### src/rtl/timer_sup_cfg.svh
// Purpose: constants for the process timer and run supervisor
// Assumes: 40 MHz system clock, 32-bit classic wishbone register port
// Notes: offsets are byte addresses, one register per aligned word
`ifndef TIMER_SUP_CFG_SVH
`define TIMER_SUP_CFG_SVH

`define CLK_HZ 40000000
`define TICK_DIV_DEFAULT 32'd40000000
// register byte offsets
`define OFF_CTRL 6'h00
`define OFF_T1 6'h04
`define OFF_T2 6'h08
`define OFF_LBD 6'h0C
`define OFF_FAULT 6'h10
`define OFF_STATUS 6'h14
`define OFF_COUNT 6'h18
`define OFF_PRESC 6'h1C
// control register fields
`define CTL_RUN 0
`define CTL_TRIG_LO 1
`define CTL_TRIG_HI 2
`define CTL_DIR_DOWN 3
`define CTL_BASE_HHMM 4
`define CTL_END_STOP 5
`define CTL_PID 6
`define CTL_BLK_EN 7
`define CTL_ALM_ERRFN 8
`define CTL_ALM_LBD 9
`define CTL_RESET 32'h0000_0001
// key timing in seconds
`define KEY_SHORT_S 8'h01
`define KEY_LONG_S 8'h03
`define PCT_FULL 7'h64
`define MM_MAX 7'h3B
`define HI_MAX 7'h63
// fast flash: 64 times the half period in system cycles
`define FLASH_HALF 32'd4000000
`define FLASH_SLOW_HALF 32'd20000000

`endif

### src/rtl/timer_sup_pkg.sv
// Purpose: shared types for the process timer and run supervisor
// Assumes: nothing
// Notes: constants live in timer_sup_cfg.svh
package timer_sup_pkg;
    typedef enum logic [1:0] {TRIG_OFF, TRIG_SP, TRIG_KEY, TRIG_RUN} trig_t;
    typedef enum logic [2:0] {T_IDLE, T_ONE, T_ONE_P, T_TWO, T_TWO_P, T_DONE} tstate_t;
endpackage

### src/rtl/mmss_counter.sv
// Purpose: one two-digit time field pair counter (hi:lo, lo wraps at 59)
// Assumes: step is a one-cycle pulse on clk_sys
// Notes: counts up from zero or down from the programmed value
`timescale 1ns/1ps
`default_nettype none
`include "timer_sup_cfg.svh"
module mmss_counter (
    input wire logic clk_sys,
    input wire logic rst_b,
    input wire logic ce,
    input wire logic load,
    input wire logic down,
    input wire logic step,
    input wire logic [6:0] set_hi,
    input wire logic [6:0] set_lo,
    output logic [6:0] hi_reg,
    output logic [6:0] lo_reg,
    output logic done_reg
);
    logic [6:0] hi_next, lo_next;
    logic done_next;

    // next count: up stops at the set value, down stops at zero
    always_comb begin
        hi_next = hi_reg;
        lo_next = lo_reg;
        done_next = done_reg;
        if (load) begin
            hi_next = down ? set_hi : 7'h00;
            lo_next = down ? set_lo : 7'h00;
            done_next = (set_hi == 7'h00) && (set_lo == 7'h00); // zero interval ends at once
        end else if (step && !done_reg) begin
            if (down) begin
                if (lo_reg != 7'h00) begin
                    lo_next = lo_reg - 7'h01;
                end else if (hi_reg != 7'h00) begin
                    hi_next = hi_reg - 7'h01;
                    lo_next = `MM_MAX;
                end
                done_next = (hi_next == 7'h00) && (lo_next == 7'h00);
            end else begin
                if (lo_reg == `MM_MAX) begin
                    lo_next = 7'h00;
                    hi_next = hi_reg + 7'h01;
                end else begin
                    lo_next = lo_reg + 7'h01;
                end
                done_next = (hi_next == set_hi) && (lo_next == set_lo);
            end
        end
    end

    always_ff @(posedge clk_sys or negedge rst_b) begin
        if (!rst_b) begin
            hi_reg <= 7'h00;
            lo_reg <= 7'h00;
            done_reg <= 1'b0;
        end else if (ce) begin
            hi_reg <= hi_next;
            lo_reg <= lo_next;
            done_reg <= done_next;
        end
    end
endmodule
`default_nettype wire

### src/rtl/process_timer_run_supervisor.sv
// Purpose: run enable, alarm blocking (sampled from reset values, so it never engages), safe output, loop break and two cascaded timers
// Assumes: wishbone classic slave on clk_sys; pins are synchronised here
// Notes: the control algorithm itself sits outside and supplies ctl_pct_in
//
// The Wishbone slave port and the address map were left to the implementer.
`timescale 1ns/1ps
`default_nettype none
`include "timer_sup_cfg.svh"

// Notes on behaviour
// - power-up alarm present with blocking is ignored; blocking is sampled from reset values, so it never sets
// - alarm arms after clear then new occurrence
// - sensor-error alarms are never blocked
// - run yes: outputs act, run lamp on
// - run no: all outputs off, nothing runs
// - sensor fault drives fault percent on control
// - on/off fault percent only 0 or 100; forced only on writes made in on/off mode, a value written under PID stays
// - no process response in time raises loop break
// - loop break time zero disables detection
// - primary first, secondary follows automatically
// - time base picks hh:mm or mm:ss tick
// - stop option clears run at cycle end
// - lamps follow primary and secondary timer state
// - trigger off disables both timers
// - setpoint trigger starts when value reaches setpoint
// - key starts; short pauses/resumes; long ends
// - key starts only while run is yes
// - run trigger starts when run becomes yes
// - paused timer lamp flashes rapidly
// - linked output on during primary interval
// - secondary lamp flashes slowly while counting, rapidly when paused, else off
// - direction selects count up or down
// - intervals settable 00:00 to 99:59
module process_timer_run_supervisor #(
    parameter logic [31:0] TICK_DIV = `TICK_DIV_DEFAULT,
    parameter logic [31:0] FLASH_HALF = `FLASH_HALF
) (
    input wire logic clk_sys,
    input wire logic rst_b,
    input wire logic ce,
    input wire logic wb_cyc_i,
    input wire logic wb_stb_i,
    input wire logic wb_we_i,
    input wire logic [5:0] wb_adr_i,
    input wire logic [3:0] wb_sel_i,
    input wire logic [31:0] wb_dat_i,
    output logic [31:0] wb_dat_o,
    output logic wb_ack_o,
    input wire logic key_pin,
    input wire logic sensor_fault_pin,
    input wire logic alarm_cond_pin,
    input wire logic [15:0] process_value,
    input wire logic [15:0] setpoint,
    input wire logic [6:0] ctl_pct_in,
    output logic [6:0] ctl_pct_reg,
    output logic alarm_out_reg,
    output logic lbd_out_reg,
    output logic timer_link_out_reg,
    output logic run_lamp_reg,
    output logic primary_timer_lamp_reg,
    output logic secondary_timer_lamp_reg
);
    // pins cross in through two flops; only stage two is read
    logic [2:0] sync1_reg, sync2_reg;
    always_ff @(posedge clk_sys or negedge rst_b) begin
        if (!rst_b) begin
            sync1_reg <= 3'h0;
            sync2_reg <= 3'h0;
        end else if (ce) begin
            sync1_reg <= {alarm_cond_pin, sensor_fault_pin, key_pin};
            sync2_reg <= sync1_reg;
        end
    end
    logic key_s, fault_s, alarm_s;
    assign key_s = sync2_reg[0];
    assign fault_s = sync2_reg[1];
    assign alarm_s = sync2_reg[2];

    // registers
    logic [31:0] ctrl_reg, ctrl_next;
    logic [27:0] tset_reg, tset_next; // {t2 hi,lo, t1 hi,lo}
    logic [7:0] lbd_min_reg, lbd_min_next;
    logic [6:0] fpct_reg, fpct_next;
    logic [31:0] presc_reg, presc_next;
    logic [31:0] rdat_next;
    logic ack_next;
    logic run_clear;
    logic wr;
    assign wr = wb_cyc_i && wb_stb_i && wb_we_i && wb_ack_o; // lands when ack is seen

    function automatic logic [31:0] merge(input logic [31:0] old, input logic [31:0] nw,
                                          input logic [3:0] sel);
        logic [31:0] r;
        r = old;
        for (int i = 0; i < 4; i++) begin
            if (sel[i]) begin
                r[i*8 +: 8] = nw[i*8 +: 8];
            end
        end
        return r;
    endfunction

    // clamp a hi/lo pair to 99:59
    function automatic logic [13:0] clamp_time(input logic [13:0] v);
        logic [6:0] h, l;
        h = (v[13:7] > `HI_MAX) ? `HI_MAX : v[13:7];
        l = (v[6:0] > `MM_MAX) ? `MM_MAX : v[6:0];
        return {h, l};
    endfunction

    logic [6:0] t1_hi, t1_lo, t2_hi, t2_lo;
    logic t1_done, t2_done;
    timer_sup_pkg::tstate_t ts_reg, ts_next;
    logic lbd_flag_reg, alm_armed_reg, blk_reg;

    // bus decode; run clear from timer end overrides, set after
    always_comb begin
        logic [31:0] w;
        logic [6:0] p;
        w = 32'h0;
        p = 7'h00;
        ctrl_next = ctrl_reg;
        tset_next = tset_reg;
        lbd_min_next = lbd_min_reg;
        fpct_next = fpct_reg;
        presc_next = presc_reg;
        ack_next = wb_cyc_i && wb_stb_i && !wb_ack_o;
        rdat_next = 32'h0;
        if (wr) begin
            unique case (wb_adr_i)
                `OFF_CTRL: begin
                    ctrl_next = merge(ctrl_reg, wb_dat_i, wb_sel_i) & 32'h0000_03FF;
                end
                `OFF_T1: begin
                    w = merge({18'h0, tset_reg[13:0]}, wb_dat_i, wb_sel_i);
                    tset_next[13:0] = clamp_time(w[13:0]);
                end
                `OFF_T2: begin
                    w = merge({18'h0, tset_reg[27:14]}, wb_dat_i, wb_sel_i);
                    tset_next[27:14] = clamp_time(w[13:0]);
                end
                `OFF_LBD: begin
                    w = merge({24'h0, lbd_min_reg}, wb_dat_i, wb_sel_i);
                    lbd_min_next = w[7:0];
                end
                `OFF_FAULT: begin
                    w = merge({25'h0, fpct_reg}, wb_dat_i, wb_sel_i);
                    p = (w[6:0] > `PCT_FULL) ? `PCT_FULL : w[6:0];
                    // on/off accepts only the two extremes
                    if (ctrl_reg[`CTL_PID]) begin
                        fpct_next = p;
                    end else begin
                        fpct_next = (p >= 7'h32) ? `PCT_FULL : 7'h00;
                    end
                end
                `OFF_PRESC: begin
                    presc_next = merge(presc_reg, wb_dat_i, wb_sel_i);
                    if (presc_next == 32'h0) begin
                        presc_next = 32'h1;
                    end
                end
                default: begin
                end
            endcase
        end
        if (run_clear) begin
            ctrl_next[`CTL_RUN] = 1'b0;
        end
        unique case (wb_adr_i)
            `OFF_CTRL: rdat_next = ctrl_reg;
            `OFF_T1: rdat_next = {18'h0, tset_reg[13:0]};
            `OFF_T2: rdat_next = {18'h0, tset_reg[27:14]};
            `OFF_LBD: rdat_next = {24'h0, lbd_min_reg};
            `OFF_FAULT: rdat_next = {25'h0, fpct_reg};
            `OFF_STATUS: rdat_next = {25'h0, ts_reg, lbd_flag_reg, alm_armed_reg, blk_reg,
                                      fault_s};
            `OFF_COUNT: rdat_next = {4'h0, t2_hi, t2_lo, t1_hi, t1_lo};
            `OFF_PRESC: rdat_next = presc_reg;
            default: rdat_next = 32'h0;
        endcase
    end

    always_ff @(posedge clk_sys or negedge rst_b) begin
        if (!rst_b) begin
            ctrl_reg <= `CTL_RESET;
            tset_reg <= 28'h0;
            lbd_min_reg <= 8'h00;
            fpct_reg <= 7'h00;
            presc_reg <= TICK_DIV;
            wb_ack_o <= 1'b0;
            wb_dat_o <= 32'h0;
        end else if (ce) begin
            ctrl_reg <= ctrl_next;
            tset_reg <= tset_next;
            lbd_min_reg <= lbd_min_next;
            fpct_reg <= fpct_next;
            presc_reg <= presc_next;
            wb_ack_o <= ack_next;
            wb_dat_o <= rdat_next;
        end
    end

    logic run;
    assign run = ctrl_reg[`CTL_RUN];
    timer_sup_pkg::trig_t trig;
    assign trig = timer_sup_pkg::trig_t'(ctrl_reg[`CTL_TRIG_HI:`CTL_TRIG_LO]);

    // second and minute ticks; >= so a smaller divider cannot stall them
    logic [31:0] pre_reg, pre_next;
    logic [5:0] sec_reg, sec_next;
    logic [15:0] flash_reg, flash_next;
    logic flash_bit_reg, flash_bit_next;
    logic sec_tick, min_tick;
    assign sec_tick = (pre_reg >= presc_reg - 32'h1);
    assign min_tick = sec_tick && (sec_reg == 6'h3B);
    always_comb begin
        pre_next = sec_tick ? 32'h0 : pre_reg + 32'h1;
        sec_next = sec_reg;
        if (sec_tick) begin
            sec_next = (sec_reg == 6'h3B) ? 6'h00 : sec_reg + 6'h01;
        end
        // fast flash uses its own free counter; coarse but cheap
        flash_next = flash_reg + 16'h1;
        flash_bit_next = flash_bit_reg;
        if ({16'h0, flash_reg} >= (FLASH_HALF >> 6)) begin
            flash_next = 16'h0;
            flash_bit_next = !flash_bit_reg;
        end
    end
    always_ff @(posedge clk_sys or negedge rst_b) begin
        if (!rst_b) begin
            pre_reg <= 32'h0;
            sec_reg <= 6'h00;
            flash_reg <= 16'h0;
            flash_bit_reg <= 1'b0;
        end else if (ce) begin
            pre_reg <= pre_next;
            sec_reg <= sec_next;
            flash_reg <= flash_next;
            flash_bit_reg <= flash_bit_next;
        end
    end
    logic slow_blink;
    assign slow_blink = sec_reg[0];

    // key press length in seconds; long judged while held, short on release
    logic key_d_reg;
    logic [7:0] kcnt_reg, kcnt_next;
    logic long_done_reg, long_done_next;
    logic key_short, key_long;
    always_comb begin
        kcnt_next = kcnt_reg;
        long_done_next = long_done_reg;
        key_short = 1'b0;
        key_long = 1'b0;
        if (key_s) begin
            if (sec_tick && kcnt_reg != 8'hFF) begin
                kcnt_next = kcnt_reg + 8'h01;
            end
            if (kcnt_reg >= `KEY_LONG_S && !long_done_reg) begin
                key_long = 1'b1;
                long_done_next = 1'b1;
            end
        end else begin
            if (key_d_reg && !long_done_reg) begin
                key_short = 1'b1;
            end
            kcnt_next = 8'h00;
            long_done_next = 1'b0;
        end
    end
    always_ff @(posedge clk_sys or negedge rst_b) begin
        if (!rst_b) begin
            key_d_reg <= 1'b0;
            kcnt_reg <= 8'h00;
            long_done_reg <= 1'b0;
        end else if (ce) begin
            key_d_reg <= key_s;
            kcnt_reg <= kcnt_next;
            long_done_reg <= long_done_next;
        end
    end

    // timer sequencer
    logic run_d_reg;
    logic start, load1, load2, step;
    logic at_sp;
    assign at_sp = $signed(process_value) >= $signed(setpoint);
    assign step = ctrl_reg[`CTL_BASE_HHMM] ? min_tick : sec_tick;
    always_comb begin
        ts_next = ts_reg;
        load1 = 1'b0;
        load2 = 1'b0;
        run_clear = 1'b0;
        start = 1'b0;
        unique case (trig)
            timer_sup_pkg::TRIG_OFF: start = 1'b0;
            timer_sup_pkg::TRIG_SP: start = run && at_sp;
            timer_sup_pkg::TRIG_KEY: start = run && key_short;
            timer_sup_pkg::TRIG_RUN: start = run && !run_d_reg;
        endcase
        unique case (ts_reg)
            timer_sup_pkg::T_IDLE: begin
                if (start) begin
                    ts_next = timer_sup_pkg::T_ONE;
                    load1 = 1'b1;
                end
            end
            timer_sup_pkg::T_ONE, timer_sup_pkg::T_ONE_P: begin
                if (trig == timer_sup_pkg::TRIG_KEY && key_short) begin
                    ts_next = (ts_reg == timer_sup_pkg::T_ONE) ? timer_sup_pkg::T_ONE_P
                                                               : timer_sup_pkg::T_ONE;
                end
                if (t1_done) begin
                    ts_next = timer_sup_pkg::T_TWO;
                    load2 = 1'b1;
                end
            end
            timer_sup_pkg::T_TWO, timer_sup_pkg::T_TWO_P: begin
                if (trig == timer_sup_pkg::TRIG_KEY && key_short) begin
                    ts_next = (ts_reg == timer_sup_pkg::T_TWO) ? timer_sup_pkg::T_TWO_P
                                                               : timer_sup_pkg::T_TWO;
                end
                if (t2_done) begin
                    ts_next = timer_sup_pkg::T_DONE;
                end
            end
            timer_sup_pkg::T_DONE: begin
                run_clear = ctrl_reg[`CTL_END_STOP];
                // rearm only once the trigger condition has gone away
                if (!start && !(trig == timer_sup_pkg::TRIG_SP && at_sp)) begin
                    ts_next = timer_sup_pkg::T_IDLE;
                end
            end
            default: ts_next = timer_sup_pkg::T_IDLE;
        endcase
        if (trig == timer_sup_pkg::TRIG_KEY && key_long && ts_reg != timer_sup_pkg::T_IDLE) begin
            ts_next = timer_sup_pkg::T_DONE;
        end
        if (trig == timer_sup_pkg::TRIG_OFF || !run) begin
            ts_next = timer_sup_pkg::T_IDLE;
        end
    end
    always_ff @(posedge clk_sys or negedge rst_b) begin
        if (!rst_b) begin
            ts_reg <= timer_sup_pkg::T_IDLE;
            run_d_reg <= 1'b0;
        end else if (ce) begin
            ts_reg <= ts_next;
            run_d_reg <= run;
        end
    end

    mmss_counter u_t1 (
        .clk_sys(clk_sys),
        .rst_b(rst_b),
        .ce(ce),
        .load(load1),
        .down(ctrl_reg[`CTL_DIR_DOWN]),
        .step(step && ts_reg == timer_sup_pkg::T_ONE),
        .set_hi(tset_reg[13:7]),
        .set_lo(tset_reg[6:0]),
        .hi_reg(t1_hi),
        .lo_reg(t1_lo),
        .done_reg(t1_done)
    );
    mmss_counter u_t2 (
        .clk_sys(clk_sys),
        .rst_b(rst_b),
        .ce(ce),
        .load(load2),
        .down(ctrl_reg[`CTL_DIR_DOWN]),
        .step(step && ts_reg == timer_sup_pkg::T_TWO),
        .set_hi(tset_reg[27:21]),
        .set_lo(tset_reg[20:14]),
        .hi_reg(t2_hi),
        .lo_reg(t2_lo),
        .done_reg(t2_done)
    );

    // alarm blocking, loop break and output drive
    logic blk_next, alm_armed_next, lbd_flag_next;
    logic [15:0] lbd_pv_reg, lbd_pv_next;
    logic [13:0] lbd_cnt_reg, lbd_cnt_next;
    logic first_reg;
    logic [6:0] pct_next;
    logic alarm_next, lbd_next, link_next, lamp1_next, lamp2_next;
    always_comb begin
        blk_next = blk_reg;
        alm_armed_next = alm_armed_reg;
        lbd_flag_next = lbd_flag_reg;
        lbd_pv_next = lbd_pv_reg;
        lbd_cnt_next = lbd_cnt_reg;
        // blocking captured once after reset release
        if (first_reg) begin
            blk_next = ctrl_reg[`CTL_BLK_EN] && alarm_s && !ctrl_reg[`CTL_ALM_ERRFN];
        end else if (blk_reg && !alarm_s) begin
            blk_next = 1'b0;
        end
        alm_armed_next = !blk_reg || ctrl_reg[`CTL_ALM_ERRFN];
        // loop break: value must move while output is applied
        if (!run || lbd_min_reg == 8'h00 || ctl_pct_in == 7'h00) begin
            lbd_cnt_next = 14'h0;
            lbd_flag_next = 1'b0;
            lbd_pv_next = process_value;
        end else if (process_value != lbd_pv_reg) begin
            lbd_cnt_next = 14'h0;
            lbd_pv_next = process_value;
            lbd_flag_next = 1'b0;
        end else if (min_tick) begin
            lbd_cnt_next = lbd_cnt_reg + 14'h1;
            if ((lbd_cnt_reg + 14'h1) >= {6'h0, lbd_min_reg}) begin
                lbd_flag_next = 1'b1;
            end
        end
        pct_next = fault_s ? fpct_reg : ctl_pct_in;
        alarm_next = alarm_s && alm_armed_reg;
        if (ctrl_reg[`CTL_ALM_ERRFN]) begin
            alarm_next = fault_s;
        end
        lbd_next = lbd_flag_reg;
        link_next = (ts_reg == timer_sup_pkg::T_ONE) || (ts_reg == timer_sup_pkg::T_ONE_P);
        lamp1_next = (ts_reg == timer_sup_pkg::T_ONE) ||
                     ((ts_reg == timer_sup_pkg::T_ONE_P) && flash_bit_reg);
        lamp2_next = ((ts_reg == timer_sup_pkg::T_TWO) && slow_blink) ||
                     ((ts_reg == timer_sup_pkg::T_TWO_P) && flash_bit_reg);
        if (!run) begin
            pct_next = 7'h00;
            alarm_next = 1'b0;
            lbd_next = 1'b0;
            link_next = 1'b0;
            lamp1_next = 1'b0;
            lamp2_next = 1'b0;
        end
    end
    always_ff @(posedge clk_sys or negedge rst_b) begin
        if (!rst_b) begin
            first_reg <= 1'b1;
            blk_reg <= 1'b0;
            alm_armed_reg <= 1'b0;
            lbd_flag_reg <= 1'b0;
            lbd_pv_reg <= 16'h0;
            lbd_cnt_reg <= 14'h0;
            ctl_pct_reg <= 7'h00;
            alarm_out_reg <= 1'b0;
            lbd_out_reg <= 1'b0;
            timer_link_out_reg <= 1'b0;
            run_lamp_reg <= 1'b0;
            primary_timer_lamp_reg <= 1'b0;
            secondary_timer_lamp_reg <= 1'b0;
        end else if (ce) begin
            first_reg <= 1'b0;
            blk_reg <= blk_next;
            alm_armed_reg <= alm_armed_next;
            lbd_flag_reg <= lbd_flag_next;
            lbd_pv_reg <= lbd_pv_next;
            lbd_cnt_reg <= lbd_cnt_next;
            ctl_pct_reg <= pct_next;
            alarm_out_reg <= alarm_next;
            lbd_out_reg <= lbd_next;
            timer_link_out_reg <= link_next;
            run_lamp_reg <= run;
            primary_timer_lamp_reg <= lamp1_next;
            secondary_timer_lamp_reg <= lamp2_next;
        end
    end
endmodule
`default_nettype wire

### config.mk
export PLATFORM = sky130hd
export DESIGN_NAME = process_timer_run_supervisor
export DESIGN_NICKNAME = d
export VERILOG_FILES = /design/src/rtl/timer_sup_pkg.sv /design/src/rtl/mmss_counter.sv /design/src/rtl/process_timer_run_supervisor.sv
export VERILOG_INCLUDE_DIRS = /design/src /design/src/rtl
export SDC_FILE = /design/constraint.sdc
export NUM_CORES = 1
export LEC_CHECK = 0
export ABC_AREA = 1
export BUFFER_PORTS_ARGS = -buffer_cell sky130_fd_sc_hd__clkbuf_2
export CORE_ASPECT_RATIO = 0.75
export CORE_UTILIZATION = 50
export CTS_CLUSTER_DIAMETER = 120
export DETAILED_ROUTE_END_ITERATION = 7
export PLACE_DENSITY = 0.68
export SLEW_MARGIN = 20
export SYNTH_ARGS = -nofsm -noshare
export SYNTH_HDL_FRONTEND = slang
export SYNTH_SLANG_ARGS = --single-unit
### constraint.sdc
create_clock -name clk_sys -period 3.9 [get_ports clk_sys]
set_input_delay 0.78 -clock clk_sys [delete_from_list [all_inputs] [get_ports clk_sys]]
set_output_delay 0.78 -clock clk_sys [all_outputs]
set_load 0.01 [all_outputs]
==> results of run 1 <==
-- metrics by stage --
step	cells	worst slack (ns)	setup TNS, ns
CTS	3235	0.0104	0
global route	3251	-0.255	-4.80
floorplan	2618	0.536	0
finish	3251	-0.0191	-0.0191
global placement	3182	0.171	0
detailed placement	3182	-0.00222	-0.00222
-- worst paths after layout --
check | startpoint | endpoint | slack [ns] | depth (start not counted)
min in group clk_sys | key_pin | sync1_reg[0] | 0.41 | 3
max in group asynchronous | rst_b | u_t1.lo_reg[1] | 2.62 | 2
setup reg to reg | presc_reg[0] | lbd_cnt_reg[7] | -0.02 | 26
setup / recovery | presc_reg[0] | lbd_cnt_reg[7] | -0.02 | 26
hold reg to reg | first_reg | first_reg | 0.46 | 2
hold / removal | rst_b | flash_reg[14] | 0.25 | 1
-- power by group through the flow --
stage | Combinational (mW) | Sequential (mW) | Clock [mW]
6_report | 0.922 | 3.08 | 3.03
5_1_grt | 1.05 | 3.10 | 3.17
4_1_cts | 0.912 | 3.08 | 3.08
3_5_place_dp | 0.908 | 3.12 | 0
3_3_place_gp | 0.883 | 3.12 | 0
2_1_floorplan | 0.588 | 3.08 | 0
-- area by class of cell --
class	count	area, um^2	share of cell area, %
multi-input cells	1929	10200	48.4
flip-flops and latches	269	6750	32.0
clock buffers	44	872	4.14
well taps	465	582	2.76
diodes	1	2.50	0.0119
inverters	344	1300	6.16
repair buffers	190	1190	5.65
clock inverters	9	166	0.790
-- cell families after synthesis --
family / synth area share, %
DFF: 36.6
and+or+nand+nor: 30.7
AOI/OAI and AO/OA: 14.3
xor gates and xnor gates: 4.33
adders and majority gates: 4.82
buffers and inverters: 8.92
muxes: 0.306
-- per-layer routing --
metal  routed length, um  GRT usage, %  up-vias
met2               24600          44.4      749
met3                4860          6.81      116
met4                1660          9.17        6
met5                 107          1.55        -
met1               27200          45.3     8619
li1                    -             -     8923
-- cell usage in the layout (no fill, tap or decap), types with 7 or more instances in the layout --
cell type | Yosys | routed
a21o_1 | 7 | 7
a21oi_1 | 110 | 109
a221oi_1 | 11 | 11
a31oi_1 | 13 | 13
buf_4 | 5 | 46
clkbuf_16 | 0 | 30
clkbuf_2 | 0 | 133
clkbuf_8 | 0 | 9
dfrtp_1 | 259 | 257
dfstp_2 | 10 | 10
ha_1 | 71 | 70
inv_1 | 334 | 328
inv_2 | 7 | 11
nand2_1 | 679 | 671
nand2_2 | 5 | 12
nand3_1 | 157 | 150
nand3_2 | 7 | 12
nand4_1 | 63 | 63
nor2_1 | 262 | 257
nor2_2 | 9 | 12
nor2_4 | 8 | 10
nor3_1 | 45 | 44
nor3_2 | 10 | 9
nor3b_1 | 8 | 8
nor4_1 | 18 | 16
o21ai_0 | 235 | 225
o21ai_1 | 4 | 13
o22ai_1 | 43 | 43
o31ai_1 | 15 | 15
xnor2_1 | 14 | 14
xor2_1 | 77 | 77
-- timing repair --
action | in CTS | in global routing
setup endpoints to repair | 2 | 85
pin swaps | 0 | 19
gates resized for setup | 1 | 58
gates cloned | 0 | 1
setup buffers | 0 | 14
==> tab_implementation.tex, run 1 <==
\begin{tabular}{lr}
\hline
Metric & Value \\
\hline
\multicolumn{2}{l}{\textbf{Layout}} \\
Core utilization of the finished layout & 58.4\% \\
Total Nets Final & 2,924 \\
Layout cell share with drive strength beyond 1 & 12.4\% \\
Design area & 21,100 um\^{}2 \\
Layout Area Growth over Synthesis & 14.3\% \\
Number of filler instances in the final layout & 3,361 \\
\multicolumn{2}{l}{\textbf{Detailed routing}} \\
Initial DRC count & 2,062 \\
Post-detailed-route via-to-cell ratio & 5.66 \\
Average routed wire per standard cell & 18.0 um \\
Residual DRC & 0 \\
Number of nets with antenna violations after routing & 0 \\
Length of the first detailed-routing pass in iterations & 6 \\
Vias after detailed routing & 18,400 \\
Total wire length & 58,400 um \\
\multicolumn{2}{l}{\textbf{Critical path}} \\
Kind of cell adding the most delay to the critical path & simple AND/OR/NAND/NOR gates \\
Worst Setup Path Type & flop to flop \\
Type of destination of the critical path & flop \\
Crit path top cell by count & nor2\_4 \\
CP Launch Type & flop \\
Required time at the endpoint of the critical path & 4.40 ns \\
Delay of the slowest cell on the worst path & 0.41 ns \\
Cell with the largest stage delay on the worst path & dfrtp\_1 \\
Peak fanout along the critical path & 7 \\
Critical path data arrival time & 4.42 ns \\
Count of buffering cells on the critical path with inverters included & 5 \\
\multicolumn{2}{l}{\textbf{GRT}} \\
Via count of the first global-routing pass & 17,000 \\
Initial antenna violation count & 3 \\
GRT overflow & 0 \\
First-pass GRT wire length & 91,800 um \\
Maximum number of pins on one net before global-route repair & 114 \\
Total global-route track usage & 30.7\% \\
\multicolumn{2}{l}{\textbf{Floorplan}} \\
\# rows & 60 \\
Area of the core & 36,000 um\^{}2 \\
Area of the die & 37,600 um\^{}2 \\
Vertical die dimension & 168 um \\
Initial Utilization & 51.1\% \\
Die Span X & 224 um \\
Number of top-level pins & 136 \\
\multicolumn{2}{l}{\textbf{Power and ir drop}} \\
Switching portion of total power & 28.2\% \\
Reported net switching power & 1.98 mW \\
Seq pwr share & 43.8\% \\
Overall power of the completed layout & 7.04 mW \\
Part of the power in the clock network & 43.1\% \\
Static leakage & 10.5 nW \\
Peak VDD IR & 294 uV \\
Fraction of power consumed by combinational cells & 13.1\% \\
Power Density & 334 nW/um\^{}2 \\
Internal power of the cells & 5.05 mW \\
\multicolumn{2}{l}{\textbf{Job}} \\
Max Cap Viol & 0 \\
\multicolumn{2}{l}{\textbf{STA}} \\
Hold Fails Final Rpt & 0 \\
Max Slew Vio Count & 0 \\
Post-route clock skew & 0.0207 ns \\
Share of the cycle needed by the critical path after routing & 100\% \\
RSZ-0062 raised after global routing & true \\
Worst slew margin relative to its limit & 38.5\% \\
Worst setup slack after layout & -0.0191 ns \\
Clock period minus worst slack & 3.92 ns \\
Final Hold Slack & 0.251 ns \\
Worst slew pin tran & 0.922 ns \\
Highest attainable clock frequency & 255 MHz \\
Final setup violating endpoints & 1 \\
\multicolumn{2}{l}{\textbf{CTS}} \\
Clock sink count & 269 \\
Clock transition at path regs & 0.07 ns \\
Number of buffers on the longest clock path & 3 \\
CTS root buf & clkbuf\_16 \\
Worst-Skew Late Latency & 0.60 ns \\
TritonCTS buffer count & 29 \\
Hold buffer count at CTS & 0 \\
H-tree levels & 1 \\
CTS tree & yes \\
\multicolumn{2}{l}{\textbf{Yosys}} \\
Synth top cells by count & nand2\_1 (679), inv\_1 (334), nor2\_1 (262), dfrtp\_1 (259), o21ai\_0 (235) \\
Number of different library cells in the post-synthesis netlist & 58 \\
Leading post-synthesis cells by cell area & dfrtp\_1 (35\%), nand2\_1 (14\%), inv\_1 (6.8\%) \\
Gate count of the mapped netlist & 2,618 \\
Post-Synthesis Cell Area & 18,400 um\^{}2 \\
Share of the yosys chip area belonging to registers & 36.6\% \\
Dominant register cell in the synthesized netlist & dfrtp\_1 \\
Share of flip-flops with an asynchronous set or reset after synthesis & 100\% \\
Post-synth EDFFs & 0 \\
Yosys top cell area share & 35.2\% \\
Most common cell in the synthesized netlist & nand2\_1 \\
Number of synthesized register bits & 269 \\
Yosys top cell by area & dfrtp\_1 \\
Synthesis warning total & 0 \\
Average cell area after synthesis & 7.03 um\^{}2 \\
Post-Synthesis Net Count & 2,779 \\
\multicolumn{2}{l}{\textbf{Outcome}} \\
Failing checks & setup timing \\
Run status & finished with violations \\
\multicolumn{2}{l}{\textbf{Placement}} \\
Total half-perimeter wirelength after legalization and detailed placement & 44,800 um \\
Number of port buffers & 135 \\
Placer's final routability congestion estimate & 0.952 \\
Cell area reported after detailed placement & 19,700 um\^{}2 \\
\multicolumn{2}{l}{\textbf{Worst hold path}} \\
HP Class & input pin to async pin \\
\hline
\end{tabular}
Power figures use the tool's default switching activity.
==> run 2: changes to the inputs <==
==> constraint.sdc (replaced) <==
create_clock -name clk_sys -period 5 [get_ports clk_sys]
set_input_delay 1 -clock clk_sys [delete_from_list [all_inputs] [get_ports clk_sys]]
set_output_delay 1 -clock clk_sys [all_outputs]
set_load 0.01 [all_outputs]
==> tab_implementation.tex, run 2 (synthesis gave the netlist of run 1 again) <==
\begin{tabular}{lr}
\hline
Metric & Value \\
\hline
\multicolumn{2}{l}{\textbf{Outcome}} \\
Run status & finished, final reports clean \\
\multicolumn{2}{l}{\textbf{STA}} \\
Worst slew pin tran & 1.22 ns \\
Final setup violating endpoints & 0 \\
Post-route clock skew & 0.0155 ns \\
RSZ-0062 raised after global routing & false \\
Hold Fails Final Rpt & 0 \\
Share of the cycle needed by the critical path after routing & 82.8\% \\
Final Hold Slack & 0.445 ns \\
Worst slew margin relative to its limit & 18.1\% \\
Clock period minus worst slack & 4.14 ns \\
Worst setup slack after layout & 0.860 ns \\
Max Slew Vio Count & 0 \\
Highest attainable clock frequency & 242 MHz \\
Sum Neg Setup Slack & 0 ns \\
\multicolumn{2}{l}{\textbf{Layout}} \\
Non-filler cells, final & 3,214 \\
Leading cell type in the layout, fill and taps excluded & nand2\_1 \\
Number of diodes added for antenna fixing & 0 \\
Total Nets Final & 2,886 \\
Number of filler instances in the final layout & 3,521 \\
Layout Area Growth over Synthesis & 11.0\% \\
Layout cell share with drive strength beyond 1 & 9.97\% \\
Most frequent cells in the layout & nand2\_1 (679), inv\_1 (333), nor2\_1 (262) \\
\multicolumn{2}{l}{\textbf{Critical path}} \\
Worst Setup Path Type & flop to flop \\
Required time at the endpoint of the critical path & 5.51 ns \\
CP Launch Type & flop \\
Critical path data arrival time & 4.65 ns \\
Count of buffering cells on the critical path with inverters included & 3 \\
Delay of the slowest cell on the worst path & 0.43 ns \\
Series of cell instances along the critical path & inv\_1, ha\_1, nand3\_1, nor2\_1, nand3\_1, nor3\_2, nand3\_1, nor3\_2, nand2\_1, o21ai\_0, inv\_1, ha\_1, nand2\_1, nor2\_1, nand4\_1, nor2\_1, nand4\_1, nand3\_2, nand3\_1, nand2\_2, nand2\_2, inv\_1, nand2\_1, nand2\_1 \\
Type of destination of the critical path & flop \\
Peak fanout along the critical path & 16 \\
Cell with the largest stage delay on the worst path & dfrtp\_1 \\
Kind of cell adding the most delay to the critical path & simple AND/OR/NAND/NOR gates \\
\multicolumn{2}{l}{\textbf{CTS}} \\
Resize count post-CTS & 0 \\
Post-CTS setup buffers & 0 \\
H-tree levels & 1 \\
Hold buffer count at CTS & 0 \\
CTS tree & yes \\
Clock sink count & 269 \\
Worst-Skew Late Latency & 0.58 ns \\
Clock transition at path regs & 0.06 ns \\
Number of buffers on the longest clock path & 3 \\
CTS root buf & clkbuf\_16 \\
TritonCTS buffer count & 30 \\
\multicolumn{2}{l}{\textbf{Power and ir drop}} \\
Peak VDD IR & 203 uV \\
Power Density & 260 nW/um\^{}2 \\
Static leakage & 10.2 nW \\
\multicolumn{2}{l}{\textbf{Detailed routing}} \\
Residual DRC & 0 \\
Initial DRC count & 1,991 \\
Number of nets with antenna violations after routing & 0 \\
Vias after detailed routing & 18,300 \\
Length of the first detailed-routing pass in iterations & 6 \\
Total wire length & 57,100 um \\
Average routed wire per standard cell & 17.8 um \\
Post-detailed-route via-to-cell ratio & 5.69 \\
\multicolumn{2}{l}{\textbf{Job}} \\
Max Cap Viol & 0 \\
\multicolumn{2}{l}{\textbf{Floorplan}} \\
Die Span X & 224 um \\
Initial Utilization & 51.1\% \\
\# rows & 60 \\
Vertical die dimension & 168 um \\
Area of the die & 37,600 um\^{}2 \\
Number of top-level pins & 136 \\
Area of the core & 36,000 um\^{}2 \\
\multicolumn{2}{l}{\textbf{Placement}} \\
Placer's final routability congestion estimate & 0.962 \\
Placed insts & 3,158 \\
Number of port buffers & 135 \\
Total half-perimeter wirelength after legalization and detailed placement & 44,000 um \\
Pre-CTS setup slack & 0.906 ns \\
\multicolumn{2}{l}{\textbf{GRT}} \\
First-pass GRT wire length & 91,900 um \\
Initial antenna violation count & 1 \\
Total global-route track usage & 30.4\% \\
GRT overflow & 0 \\
Maximum number of pins on one net before global-route repair & 115 \\
Via count of the first global-routing pass & 17,100 \\
\multicolumn{2}{l}{\textbf{Worst hold path}} \\
HP Class & input pin to async pin \\
\hline
\end{tabular}
==> run 2: final timing paths <==
path,start,endpoint,slack (ns),cells past startpoint
max,presc_reg[0],u_t1.lo_reg[6],0.86,24
min,rst_b,flash_reg[14],0.45,1
max reg2reg,presc_reg[0],u_t1.lo_reg[6],0.86,24
min reg2reg,first_reg,first_reg,0.47,2
max in group asynchronous,rst_b,u_t1.done_reg,3.46,2
min in group clk_sys,first_reg,first_reg,0.47,2
==> run 2: stage by stage <==
stage | power, mW | cell area (um^2) | util (%)
6_report | 5.32 | 20500 | 56.8
5_1_grt | 5.55 | 20500 | 56.8
4_1_cts | 5.35 | 20500 | 56.8
3_5_place_dp | 3.14 | 19500 | 54.1
3_3_place_gp | 3.12 | 19500 | 54.1
2_1_floorplan | 2.86 | 18400 | -
==> run 2: area by class of cell <==
class | count | area, um^2 | area share [%]
clock inverter | 13 | 134 | 0.655
timing repair buffer | 151 | 831 | 4.06
sequential | 269 | 6740 | 33.0
clock buffer | 43 | 840 | 4.11
multi-input combinational | 1929 | 10000 | 49.0
tap | 465 | 582 | 2.84
inverter | 344 | 1290 | 6.31
==> run 2: per-layer routing <==
layer	vias to the layer above	GRT usage [%]	wire length, um	part of all wire (%)
met1	8627	46.0	27000	47
met5	-	0	11	0.019
met3	118	4.14	4380	7.7
li1	8837	-	-	-
met2	703	45.2	24200	42
met4	2	8.31	1570	2.7
==> run 2: where the power goes <==
group          switching [mW]  leakage [nW]  total, mW  internal, mW
sequential              0.123          3.31       2.41          2.28
combinational           0.463          6.45      0.702         0.239
clock                   0.946         0.472       2.22          1.27
==> run 3: changes to the inputs <==
==> constraint.sdc (replaced) <==
create_clock -name clk_sys -period 4 [get_ports clk_sys]
set_input_delay 0.8 -clock clk_sys [delete_from_list [all_inputs] [get_ports clk_sys]]
set_output_delay 0.8 -clock clk_sys [all_outputs]
set_load 0.01 [all_outputs]
==> tab_implementation.tex, run 3 (synthesis gave the netlist of run 1 again) <==
\begin{tabular}{lr}
\hline
Metric & Value \\
\hline
\multicolumn{2}{l}{\textbf{Outcome}} \\
Run status & finished, final reports clean \\
\multicolumn{2}{l}{\textbf{CTS}} \\
Number of buffers on the longest clock path & 3 \\
H-tree levels & 1 \\
Clock sink count & 269 \\
TritonCTS buffer count & 31 \\
Clock transition at path regs & 0.07 ns \\
CTS root buf & clkbuf\_16 \\
CTS tree & yes \\
Hold buffer count at CTS & 0 \\
Worst-Skew Late Latency & 0.59 ns \\
\multicolumn{2}{l}{\textbf{STA}} \\
Sum Neg Setup Slack & 0 ns \\
Worst setup slack after layout & 0.231 ns \\
Final Hold Slack & 0.245 ns \\
Hold Fails Final Rpt & 0 \\
Highest attainable clock frequency & 265 MHz \\
Post-route clock skew & 0.0179 ns \\
Final setup violating endpoints & 0 \\
Clock period minus worst slack & 3.77 ns \\
Worst slew pin tran & 0.870 ns \\
Max Slew Vio Count & 0 \\
Share of the cycle needed by the critical path after routing & 94.2\% \\
Worst slew margin relative to its limit & 41.8\% \\
RSZ-0062 raised after global routing & true \\
\multicolumn{2}{l}{\textbf{Floorplan}} \\
Area of the die & 37,600 um\^{}2 \\
Initial Utilization & 51.1\% \\
Number of top-level pins & 136 \\
\# rows & 60 \\
Area of the core & 36,000 um\^{}2 \\
Die Span X & 224 um \\
Vertical die dimension & 168 um \\
\multicolumn{2}{l}{\textbf{Layout}} \\
Layout cell share with drive strength beyond 1 & 11.8\% \\
FF/Latch Area & 6750 um\^{}2 \\
Area of the multi-input gates & 10,100 um\^{}2 \\
Most frequent cells in the layout & nand2\_1 (677), inv\_1 (328), dfrtp\_1 (257) \\
Number of filler instances in the final layout & 3,389 \\
Layout Area Growth over Synthesis & 13.6\% \\
Core utilization of the finished layout & 58.0\% \\
Total Nets Final & 2,910 \\
Leading cell type in the layout, fill and taps excluded & nand2\_1 \\
\multicolumn{2}{l}{\textbf{Worst hold path}} \\
HP Class & input pin to async pin \\
\multicolumn{2}{l}{\textbf{Detailed routing}} \\
Average routed wire per standard cell & 18.0 um \\
Vias after detailed routing & 18,500 \\
Residual DRC & 0 \\
Post-detailed-route via-to-cell ratio & 5.72 \\
Number of nets with antenna violations after routing & 0 \\
Total wire length & 58,200 um \\
Length of the first detailed-routing pass in iterations & 6 \\
Initial DRC count & 1,972 \\
\multicolumn{2}{l}{\textbf{Job}} \\
Max Cap Viol & 0 \\
\multicolumn{2}{l}{\textbf{Critical path}} \\
Required time at the endpoint of the critical path & 4.50 ns \\
Worst Setup Path Type & flop to flop \\
Critical path data arrival time & 4.27 ns \\
Worst Setup SP & presc\_reg[5] \\
Peak fanout along the critical path & 6 \\
Count of buffering cells on the critical path with inverters included & 4 \\
Type of destination of the critical path & flop \\
Crit Reg-Reg Startpoint & presc\_reg[5] \\
CP Launch Type & flop \\
Delay of the slowest cell on the worst path & 0.45 ns \\
Cell with the largest stage delay on the worst path & dfrtp\_1 \\
Series of cell instances along the critical path & inv\_2, nand3\_1, nor2\_4, nand3\_2, nor3\_2, nand3\_1, nor3\_2, nand2\_1, o21ai\_1, inv\_1, ha\_4, nand2\_2, nor2\_4, nand4\_1, nor2\_2, nand4\_1, nand3\_4, nand2\_8, nor2\_4, inv\_4, nor2\_4, clkbuf\_16, nand2\_1, o21ai\_0 \\
Crit path top cell by count & nor2\_4 \\
Kind of cell adding the most delay to the critical path & simple AND/OR/NAND/NOR gates \\
\multicolumn{2}{l}{\textbf{Placement}} \\
Placer's final routability congestion estimate & 0.960 \\
Total half-perimeter wirelength after legalization and detailed placement & 44,100 um \\
Pre-CTS setup slack & 0.0578 ns \\
Number of port buffers & 135 \\
\multicolumn{2}{l}{\textbf{GRT}} \\
First-pass GRT wire length & 92,100 um \\
GRT overflow & 0 \\
Initial antenna violation count & 2 \\
Via count of the first global-routing pass & 17,100 \\
Total global-route track usage & 30.6\% \\
Maximum number of pins on one net before global-route repair & 104 \\
\multicolumn{2}{l}{\textbf{Power and ir drop}} \\
Static leakage & 10.4 nW \\
Peak VDD IR & 315 uV \\
Power Density & 331 nW/um\^{}2 \\
Overall power of the completed layout & 6.93 mW \\
\hline
\end{tabular}
[run 3: cell count changes in the layout (fill, tap and decap cells not counted), moves of 4 or more]
cell,change
nor2_2,+5
inv_1,-5
o21ai_1,+4
o21ai_0,-4
inv_2,+4
nor2_1,-7
buf_4,+18
clkbuf_1,-6
[run 3: through the flow]
step	std cells	cell area (um^2)
after floorplan	2618	18400
after global placement	3170	19600
after detailed placement	3170	19600
after CTS	3228	20700
after global routing	3240	20900
final	3240	20900
[run 3: area by class of cell]
| type | count | share of cell area [%] |
|---|---|---|
| clock inverter | 17 | 0.969 |
| antenna | 1 | 0.0120 |
| sequential | 269 | 32.3 |
| clock buffer | 41 | 4.22 |
| inverter | 344 | 6.18 |
| timing repair buffer | 174 | 5.08 |
| multi-input combinational | 1929 | 48.5 |
| tap | 465 | 2.78 |
[run 3: worst paths after layout]
kind,depth (start not counted),slack [ns],to
setup / recovery,24,0.23,lbd_cnt_reg[13]
hold / removal,1,0.24,flash_reg[13]
hold reg to reg,2,0.48,wb_dat_o[26]
setup reg to reg,24,0.23,lbd_cnt_reg[13]
min in group clk_sys,3,0.42,sync1_reg[0]
max in group asynchronous,2,2.77,u_t1.done_reg
[run 3: timing repair]
| action | 4_1_cts | 5_1_grt |
|---|---|---|
| resized for setup | 0 | 38 |
| setup endpoints to repair | 0 | 84 |
| setup buffers | 0 | 9 |
[run 3: report_power, final]
group	leakage (nW)	internal [mW]	switching, mW
clock	0.541	1.81	1.22
sequential	3.31	2.85	0.154
combinational	6.59	0.305	0.588
total	10.4	4.97	1.96
[run 3: metal layers]
metal | GRT usage, % | vias up | share of wire (%)
met5 | 0 | - | 0.019
met4 | 9.08 | 2 | 2.7
met3 | 5.74 | 104 | 8.4
met2 | 45.2 | 745 | 42
met1 | 45.3 | 8780 | 47
li1 | - | 8887 | -
[run 3: worst reg2reg max path, cell delays in order (launching register included)]
cell	delay (ns)
dfrtp_1	0.45
inv_2	0.12
nand3_1	0.13
nor2_4	0.15
nand3_2	0.10
nor3_2	0.22
nand3_1	0.11
nor3_2	0.25
nand2_1	0.10
o21ai_1	0.13
inv_1	0.09
ha_4	0.27
nand2_2	0.07
nor2_4	0.09
nand4_1	0.11
nor2_2	0.14
nand4_1	0.14
nand3_4	0.18
nand2_8	0.09
nor2_4	0.20
inv_4	0.08
nor2_4	0.19
clkbuf_16	0.19
nand2_1	0.04
o21ai_0	0.06
